**src/cpusr_pkg.sv**
```systemverilog
// shared constants and types for the cpu state and read-modify-write block
package cpusr_pkg;
  // address map
  localparam logic [15:0] ROM_LAST      = 16'h0fff;
  localparam logic [15:0] RAM_BASE      = 16'hff80;
  localparam int          RAM_DEPTH     = 16;
  localparam int          RAM_IDX_W     = 4;
  localparam logic [15:0] PORT_DATA_ADR = 16'hffd8;
  localparam logic [15:0] PORT_DIR_ADR  = 16'hffe8;
  // read answers
  localparam logic [7:0]  ROM_FILL      = 8'h00;
  localparam logic [7:0]  UNMAPPED_READ = 8'hff;
  localparam logic [7:0]  DIR_READ      = 8'hff;
  // values after reset
  localparam logic [7:0]  LATCH_RESET   = 8'h00;
  localparam logic [7:0]  DIR_RESET     = 8'h00;
  // cpu state codes seen at the port
  localparam logic [1:0]  CODE_RESET    = 2'h0;
  localparam logic [1:0]  CODE_EXEC     = 2'h1;
  localparam logic [1:0]  CODE_HALT     = 2'h2;
  localparam logic [1:0]  CODE_EXCEPT   = 2'h3;
  // command opcodes
  localparam logic [2:0]  OP_READ       = 3'h0;
  localparam logic [2:0]  OP_WRITE      = 3'h1;
  localparam logic [2:0]  OP_BIT_SET_INSTRUCTION       = 3'h2;
  localparam logic [2:0]  OP_BIT_CLEAR_INSTRUCTION       = 3'h3;
  localparam logic [2:0]  OP_BIT_INVERT_INSTRUCTION       = 3'h4;
  localparam logic [2:0]  OP_BST        = 3'h5;
  localparam logic [2:0]  OP_BIT_INVERTED_STORE_INSTRUCTION       = 3'h6;
  localparam logic [2:0]  OP_MOVE       = 3'h7;

  typedef enum logic [1:0] {cpu_reset, cpu_exec, cpu_halt, cpu_except} cpusr_cpu_e;
  typedef enum logic [2:0] {ex_idle, ex_rmw_rd, ex_rmw_wr, ex_mv_rd, ex_mv_wr, ex_done} cpusr_exec_e;
endpackage : cpusr_pkg

```
**src/cpusr_bus_if.sv**
```systemverilog
// internal byte bus between the executor and the port
`timescale 1ns/1ps
interface cpusr_bus_if;
  logic [15:0] addr;
  logic [7:0]  wdata;
  logic        we;
  logic [7:0]  rdata;
  logic        hit;

  modport master (output addr, output wdata, output we, input rdata, input hit);
  modport port   (input addr, input wdata, input we, output rdata, output hit);
endinterface : cpusr_bus_if

```
**src/cpusr_port.sv**
```systemverilog
// eight-bit general purpose port: output latch, direction control, pin read mux
`timescale 1ns/1ps
module cpusr_port
  import cpusr_pkg::*;
(
  // clock and reset
  input  wire logic       ref_clk,
  input  wire logic       nrst,
  // internal bus
  cpusr_bus_if.port       bus,
  // pins
  input  wire logic [7:0] pin_in,
  output logic      [7:0] pin_out,
  output logic      [7:0] pin_oe_n
);
  logic [7:0] port_five_output_latch;
  logic [7:0] port_five_direction_control;

  // address decode
  wire data_sel = (bus.addr == PORT_DATA_ADR);
  wire dir_sel  = (bus.addr == PORT_DIR_ADR);
  // per bit: output bits read the latch, input bits read the pin
  wire [7:0] data_view = (port_five_direction_control & port_five_output_latch)
                       | (~port_five_direction_control & pin_in);

  assign bus.hit   = data_sel | dir_sel;
  // direction control is write-only, so a read sees all ones
  assign bus.rdata = dir_sel ? DIR_READ : (data_sel ? data_view : 8'h00);

  // a byte write updates all eight latch bits even where the pin is an input
  always_ff @(posedge ref_clk or negedge nrst) begin
    if (!nrst) begin
      port_five_output_latch      <= LATCH_RESET;
      port_five_direction_control <= DIR_RESET;
    end else if (bus.we && data_sel) begin
      port_five_output_latch <= bus.wdata;
    end else if (bus.we && dir_sel) begin
      port_five_direction_control <= bus.wdata;
    end
  end

  // pin drivers registered so the outputs come from flops; enable low = driven
  always_ff @(posedge ref_clk or negedge nrst) begin
    if (!nrst) begin
      pin_out  <= LATCH_RESET;
      pin_oe_n <= ~DIR_RESET;
    end else begin
      pin_out  <= (bus.we && data_sel) ? bus.wdata : port_five_output_latch;
      pin_oe_n <= (bus.we && dir_sel) ? ~bus.wdata : ~port_five_direction_control;
    end
  end
endmodule : cpusr_port

```
**src/cpusr_core.sv**
```systemverilog
// cpu state tracker with block move, bit read-modify-write and memory map
// Behaviour
// - cpu always in one of four states
// - unmapped writes dropped, unmapped reads undefined
// - block move copies count bytes source to destination
// - bit ops read byte, change bit, write back
// - port read returns pin level for inputs
// - port read returns latch for output bits
// - byte write updates all eight latch bits
// - output pin drives latch value level
// - direction zero input, one output
// - direction register reads back all ones
`timescale 1ns/1ps
module cpusr_core
  import cpusr_pkg::*;
(
  // clock and reset
  input  wire logic        ref_clk,
  input  wire logic        nrst,
  // command port
  input  wire logic        cmd_valid,
  input  wire logic [2:0]  cmd_op,
  input  wire logic [15:0] cmd_addr,
  input  wire logic [15:0] cmd_dst,
  input  wire logic [2:0]  cmd_bit,
  input  wire logic [7:0]  cmd_data,
  output logic             cmd_ready,
  output logic             done,
  output logic      [7:0]  rsp_data,
  // state control
  input  wire logic        halt_req,
  input  wire logic        halt_standby,
  input  wire logic        wake,
  input  wire logic        exc_req,
  output logic      [1:0]  cpu_state_code,
  output logic             standby_mode,
  // port pins
  input  wire logic [7:0]  pin_in,
  output logic      [7:0]  pin_out,
  output logic      [7:0]  pin_oe_n
);
  ////////////////////////////////////////////////////////////////////////////////
  // declarations
  cpusr_bus_if bus ();
  cpusr_cpu_e  cpu_st, next_cpu_st;
  cpusr_exec_e ex_st, next_ex_st;
  logic [2:0]  op;
  logic [2:0]  bit_sel;
  logic        carry;
  logic [15:0] src_ptr;
  logic [15:0] dst_ptr;
  logic [7:0]  count;
  logic [7:0]  hold;
  logic [7:0]  ram [RAM_DEPTH];

  ////////////////////////////////////////////////////////////////////////////////
  // cpu state machine: exactly one of four states at all times
  wire idle_exec = (cpu_st == cpu_exec) && (ex_st == ex_idle);
  always_comb begin
    next_cpu_st = cpu_st;
    case (cpu_st)
      cpu_reset:  next_cpu_st = cpu_except;
      cpu_except: next_cpu_st = cpu_exec;
      cpu_exec: begin
        if (idle_exec && !cmd_valid && exc_req) next_cpu_st = cpu_except;
        else if (idle_exec && !cmd_valid && halt_req) next_cpu_st = cpu_halt;
      end
      cpu_halt:   if (wake) next_cpu_st = cpu_except;
      default:    next_cpu_st = cpu_reset;
    endcase
  end

  wire [1:0] next_code = (next_cpu_st == cpu_exec) ? CODE_EXEC :
                         (next_cpu_st == cpu_halt) ? CODE_HALT :
                         (next_cpu_st == cpu_except) ? CODE_EXCEPT : CODE_RESET;

  always_ff @(posedge ref_clk or negedge nrst) begin
    if (!nrst) begin
      cpu_st         <= cpu_reset;
      cpu_state_code <= CODE_RESET;
      standby_mode   <= 1'b0;
    end else begin
      cpu_st         <= next_cpu_st;
      cpu_state_code <= next_code;
      if (cpu_st == cpu_exec && next_cpu_st == cpu_halt) standby_mode <= halt_standby;
    end
  end

  ////////////////////////////////////////////////////////////////////////////////
  // address decode; ram and port are the writable areas, rom is read only
  wire        take      = idle_exec && cmd_valid;
  wire        in_rmw_rd = (ex_st == ex_rmw_rd);
  wire        in_rmw_wr = (ex_st == ex_rmw_wr);
  wire        in_mv_rd  = (ex_st == ex_mv_rd);
  wire        in_mv_wr  = (ex_st == ex_mv_wr);
  wire [15:0] acc_addr  = in_mv_rd ? src_ptr : (in_mv_wr ? dst_ptr : (take ? cmd_addr : src_ptr));
  wire        ram_hit   = (acc_addr >= RAM_BASE) && (acc_addr < RAM_BASE + 16'(RAM_DEPTH));
  wire        rom_hit   = (acc_addr <= ROM_LAST);
  wire [15:0] ram_off   = acc_addr - RAM_BASE;
  wire [RAM_IDX_W-1:0] ram_idx = ram_off[RAM_IDX_W-1:0];

  // unmapped reads return a fixed filler; software may not rely on it
  wire [7:0]  rd_data   = ram_hit ? ram[ram_idx] :
                          bus.hit ? bus.rdata :
                          rom_hit ? ROM_FILL : UNMAPPED_READ;

  // bit modify on the byte just read; only the selected bit changes
  wire [7:0]  bit_mask  = 8'h01 << bit_sel;
  wire [7:0]  mod_set   = hold | bit_mask;
  wire [7:0]  mod_clr   = hold & ~bit_mask;
  wire [7:0]  mod_not   = hold ^ bit_mask;
  wire [7:0]  mod_st    = carry ? mod_set : mod_clr;
  wire [7:0]  mod_ist   = carry ? mod_clr : mod_set;
  wire [7:0]  modified  = (op == OP_BIT_SET_INSTRUCTION) ? mod_set :
                          (op == OP_BIT_CLEAR_INSTRUCTION) ? mod_clr :
                          (op == OP_BIT_INVERT_INSTRUCTION) ? mod_not :
                          (op == OP_BST)  ? mod_st  : mod_ist;

  // a write happens on a plain write, a bit op write-back or a move write
  wire        wr_now    = (take && cmd_op == OP_WRITE) || in_rmw_wr || in_mv_wr;
  wire [7:0]  wr_data   = in_rmw_wr ? modified : (in_mv_wr ? hold : cmd_data);

  assign bus.addr  = acc_addr;
  assign bus.wdata = wr_data;
  assign bus.we    = wr_now; // writes outside ram and port decode nowhere

  ////////////////////////////////////////////////////////////////////////////////
  // executor: commands are only taken when idle, so a bit op owns the bus
  // from its read to its write-back with no access between them
  always_comb begin
    next_ex_st = ex_st;
    case (ex_st)
      ex_idle: begin
        if (take) begin
          if (cmd_op == OP_READ || cmd_op == OP_WRITE) next_ex_st = ex_done;
          else if (cmd_op == OP_MOVE) next_ex_st = (cmd_data == 8'h00) ? ex_done : ex_mv_rd;
          else next_ex_st = ex_rmw_rd;
        end
      end
      ex_rmw_rd: next_ex_st = ex_rmw_wr;
      ex_rmw_wr: next_ex_st = ex_done;
      ex_mv_rd:  next_ex_st = ex_mv_wr;
      ex_mv_wr:  next_ex_st = (count == 8'h01) ? ex_done : ex_mv_rd;
      ex_done:   next_ex_st = ex_idle;
      default:   next_ex_st = ex_idle;
    endcase
  end

  // command capture and pointer stepping; destination wrap is left to software
  always_ff @(posedge ref_clk or negedge nrst) begin
    if (!nrst) begin
      ex_st   <= ex_idle;
      op      <= OP_READ;
      bit_sel <= 3'h0;
      carry   <= 1'b0;
      src_ptr <= 16'h0000;
      dst_ptr <= 16'h0000;
      count   <= 8'h00;
    end else begin
      ex_st <= next_ex_st;
      if (take) begin
        op      <= cmd_op;
        bit_sel <= cmd_bit;
        carry   <= cmd_data[0];
        src_ptr <= cmd_addr;
        dst_ptr <= cmd_dst;
        count   <= cmd_data;
      end else if (in_mv_wr) begin
        src_ptr <= src_ptr + 16'h0001;
        dst_ptr <= dst_ptr + 16'h0001;
        count   <= count - 8'h01;
      end
    end
  end

  // byte held between read and write of a bit op or move step
  always_ff @(posedge ref_clk or negedge nrst) begin
    if (!nrst) begin
      hold <= 8'h00;
    end else if (in_rmw_rd || in_mv_rd) begin
      hold <= rd_data;
    end
  end

  // handshake outputs, all registered
  always_ff @(posedge ref_clk or negedge nrst) begin
    if (!nrst) begin
      cmd_ready <= 1'b0;
      done      <= 1'b0;
      rsp_data  <= 8'h00;
    end else begin
      cmd_ready <= (next_cpu_st == cpu_exec) && (next_ex_st == ex_idle) && !(take && next_ex_st == ex_idle);
      done      <= (ex_st == ex_done);
      if (take && cmd_op == OP_READ) rsp_data <= rd_data;
      else if (in_rmw_wr) rsp_data <= modified;
    end
  end

  ////////////////////////////////////////////////////////////////////////////////
  // ram in flip-flops, one write enable per entry
  for (genvar i = 0; i < RAM_DEPTH; i++) begin : g_ram
    always_ff @(posedge ref_clk or negedge nrst) begin
      if (!nrst) begin
        ram[i] <= 8'h00;
      end else if (wr_now && ram_hit && ram_idx == RAM_IDX_W'(i)) begin
        ram[i] <= wr_data;
      end
    end
  end

  ////////////////////////////////////////////////////////////////////////////////
  // general purpose port
  cpusr_port u_port (
    .ref_clk  (ref_clk),
    .nrst     (nrst),
    .bus      (bus.port),
    .pin_in   (pin_in),
    .pin_out  (pin_out),
    .pin_oe_n (pin_oe_n)
  );
endmodule : cpusr_core

```
**config.mk**
```make
export PLATFORM = sky130hd
export DESIGN_NAME = cpusr_core
export DESIGN_NICKNAME = d
export VERILOG_FILES = /design/src/cpusr_pkg.sv /design/src/cpusr_bus_if.sv /design/src/cpusr_port.sv /design/src/cpusr_core.sv
export SDC_FILE = /design/constraint.sdc
export NUM_CORES = 1
export LEC_CHECK = 0
export BUFFER_PORTS_ARGS = -buffer_cell sky130_fd_sc_hd__buf_2
export CORE_AREA = 2 2 222 159
export CTS_CLUSTER_SIZE = 8
export DETAILED_ROUTE_END_ITERATION = 12
export DIE_AREA = 0 0 224 161
export HOLD_SLACK_MARGIN = 0.12
export PLACE_DENSITY_LB_ADDON = 0.15
export SKIP_CTS_REPAIR_TIMING = 1
export SLEW_MARGIN = 20
export SYNTH_ARGS = -nofsm -noshare
export SYNTH_HDL_FRONTEND = slang
export SYNTH_SLANG_ARGS = --single-unit
```
**constraint.sdc**
```tcl
create_clock -name ref_clk -period 3.1 [get_ports ref_clk]
set_input_delay 0 -clock ref_clk [delete_from_list [all_inputs] [get_ports ref_clk]]
set_output_delay 0 -clock ref_clk [all_outputs]
set_load 0.05 [all_outputs]
```
==> flow_metrics.py <==
metrics = {
    "floorplan": {
        "die_y_um": 161,
        "core-area_sq_um": 34020,
        "ioPinCount": 90,
        "die_w_um": 224,
        "die_area_sq_um": 36060,
        "num_rows": 57,
        "start_util": 0.3452,
    },
    "critical_path": {
        "critPathLaunchType": "flop",
        "r2r_start": "ex_st[1]",
        "path_max_fanout": 26,
        "rrSetupSlack_ns": 0.12,
        "worstSetupStartpoint": "ex_st[1]",
        "setup.worst_path.end": "rsp_data[2]",
        "crit_path_end_kind": "flop",
        "crit_type": "reg -> reg",
        "required_ns": 3.53,
        "cp.arrival_ns": 3.41,
        "reg2regPathDepth": 12,
        "regToRegEndpoint": "rsp_data[2]",
    },
    "synthesis": {
        "synth_edf_count": 0,
        "synth-main-ff-cell": "dfrtp_1",
        "synthesis.area_sq_um": 11740,
        "syn_avg_cell_area_sq_um": 8.797,
        "async_reset_ff_frac": 1.000,
        "yosys_register_bits": 224,
        "ys_types": 72,
        "syn_nets": 1416,
        "synthCells": 1335,
        "ys_warn_count": 0,
        "yosysSeqAreaShare": 0.4782,
    },
    "drt": {
        "wl_per_cell_um": 19.74,
        "detail-route-antenna-nets": 0,
        "wl_met3_mm": 2.280,
        "top_layer": "met4",
        "wl_met2_mm": 16.19,
        "wl_met1_mm": 19.68,
        "first_pass_iters": 5,
        "drt_iter0_markers": 1019,
        "viasPerCell": 5.408,
        "routed_wl_mm": 38.82,
        "drc": 0,
        "vias": 10630,
    },
    "place": {
        "dp_hpwl_mm": 26.78,
        "placedInstanceArea_sq_um": 13100,
        "io_buffers": 89,
        "place_congestion": 0.8998,
        "place_inst": 1857,
    },
    "timing": {
        "timing.fmax_ghz": 0.3353,
        "fin_crit_ns": 2.983,
        "max_slew_margin": 0.5582,
        "finalSetupViolCount": 0,
        "worst_slew_pin_slew_ns": 0.6598,
        "rsz0062_at_grt": "yes",
        "fin_crit_sh": 0.9622,
        "hold_viol_final": 0,
        "clock_skew_ns": 0.01611,
        "slew_violations": 0,
    },
    "global_routing": {
        "grt_pass1_wl_mm": 59.46,
        "grt_usage": 0.2117,
        "gr-total-overflow": 0,
        "grt_pass1_vias": 9866,
        "antenna_found_initial": 0,
        "grt_max_degree": 67,
    },
    "job": {
        "drv_cap": 0,
    },
    "cells_and_area": {
        "fillers": 3320,
        "instances_no_fill": 1966,
        "postLayoutCellArea_sq_um": 14670,
        "drive_above_1_share": 0.1727,
        "area_growth_syn_to_layout_pct": 24.94,
        "final_nets": 1593,
    },
    "status": {
        "status": "finished clean",
    },
    "hold_path": {
        "whs_path_depth": 5,
        "hold_path_class": "in -> reg",
    },
    "clock_network": {
        "path_clk_slew_ns": 0.05,
        "cts_root_buf": "clkbuf_16",
        "clock_path_buffers": 3,
        "cts_inserted_buffers": 31,
        "numClockSinks": 224,
        "cts_tree": "yes",
        "insertion_delay_ns": 0.56,
        "h-tree-depth": 1,
    },
    "pwr": {
        "peakVddDrop_mv": 0.4557,
        "p_leak_nw": 6.349,
        "powerDensity_nw_per_um2": 944.4,
    },
}
cell usage after synthesis (11+ instances only):
cell      instances  share of area
mux2i_1          34          0.029
nor2_1           50          0.016
o22ai_1          13         0.0069
a211oi_1         27          0.017
a31oi_1          33          0.018
a21oi_1          40          0.017
inv_1            33          0.011
nor3_1           11         0.0047
nand3_1          43          0.018
ha_1             20          0.021
clkbuf_1         62          0.020
dfrtp_1         216           0.46
nand4_1          20          0.011
and3_1           26          0.014
nand2_1         308          0.098
o21ai_0         185          0.079
buf_2            20         0.0085
worst min-delay path by stage:
| stage | end | from | slack [ns] |
|---|---|---|---|
| after floorplan | bit_sel[0] | nrst | -0.30 |
| after global placement | cpu_state_code[0] | nrst | 0.0007 |
| after detailed placement | cpu_state_code[0] | nrst | 0.003 |
| after CTS | cpu_state_code[0] | nrst | -0.60 |
| after global routing | src_ptr[7] | cmd_valid | 0.17 |
| final | src_ptr[7] | cmd_valid | 0.1 |
layout make-up:
type,instances,area (sq um),share of cell area
inverters,33,123.9,0.008442
flip-flops and latches,224,5617,0.3828
multi-input cells,984,5715,0.3895
well taps,442,553.0,0.03769
clock buffers,44,824.5,0.05620
diodes,1,2.502,0.0001705
repair buffers,238,1837,0.1252
flip-flops by register name, indices dropped and copies added, names as in the netlist:
name and flops:
count 8, hold 8, u_port.pin_oe_n 8, rsp_data 8
u_port.port_five_direction_control 8, src_ptr 16, dst_ptr 16, bit_sel 3
u_port.port_five_output_latch 8, cpu_st 2, cpu_state_code 1, op 3
ram 128, ex_st 3, standby_mode 1, carry 1
done 1, cmd_ready 1
routing by layer:
layer	vias to the layer above	global-route usage
met5	-	0
li1	5115	-
met3	51	0.03929
met4	0	0.04455
met1	5169	0.3322
met2	298	0.2994
critical path, cell delays in order, from the launching register on:
cell and delay (ns):
dfrtp_1 0.43, buf_4 0.21, nor3b_4 0.31, buf_4 0.19, nand2_1 0.08, and3_1 0.22
buf_4 0.23, a211oi_1 0.23, a31oi_1 0.13, a221oi_2 0.38, buf_4 0.19, a21oi_1 0.08
a2bb2oi_1 0.15
report_power, final:
part | total (mW) | leakage, nW | switching (mW) | internal, mW
sequential | 3.93 | 2.91 | 0.560 | 3.37
clock | 3.05 | 0.397 | 1.26 | 1.80
combinational | 6.88 | 3.04 | 4.50 | 2.38
total | 13.9 | 6.35 | 6.31 | 7.54
logic make-up (layout without fill, tap and decap cells):
family | count (synthesis) | after routing | synth area share
buf+inv | 127 | 315 | 0.04496
flops | 224 | 224 | 0.4782
simple gates | 526 | 526 | 0.2134
other cells | 0 | 1 | 0
xor+xnor | 17 | 17 | 0.01268
compound gates | 386 | 386 | 0.1996
fa+ha+maj | 20 | 20 | 0.02131
mux | 35 | 35 | 0.02994
cells in the final DEF (no fill, tap or decap), drive strengths merged, types with 33 or more instances in the layout:
master	n
dfrtp	216
nand2	308
nor2	52
a31oi	33
a21oi	40
dlygate4sd3	62
o21ai	194
nand3	46
mux2i	34
clkbuf	44
buf	176
inv	33
stage by stage:
step | utilization | TNS (ns) | hold WS (ns) | power, mW | setup slack (ns)
after floorplan | - | 0 | -0.2956 | 7.716 | 0.3479
after global placement | 0.3851 | 0 | 0.0006797 | 10.49 | 0.005480
after detailed placement | 0.3851 | -0.02267 | 0.002912 | 10.52 | -0.01773
after CTS | 0.4094 | -0.02920 | -0.5959 | 13.63 | -0.01674
after global routing | 0.4312 | -0.09754 | 0.1706 | 14.74 | -0.07880
final | 0.4313 | 0 | 0.09504 | 13.86 | 0.1173
Note: power is estimated with default switching activity, not from simulation.
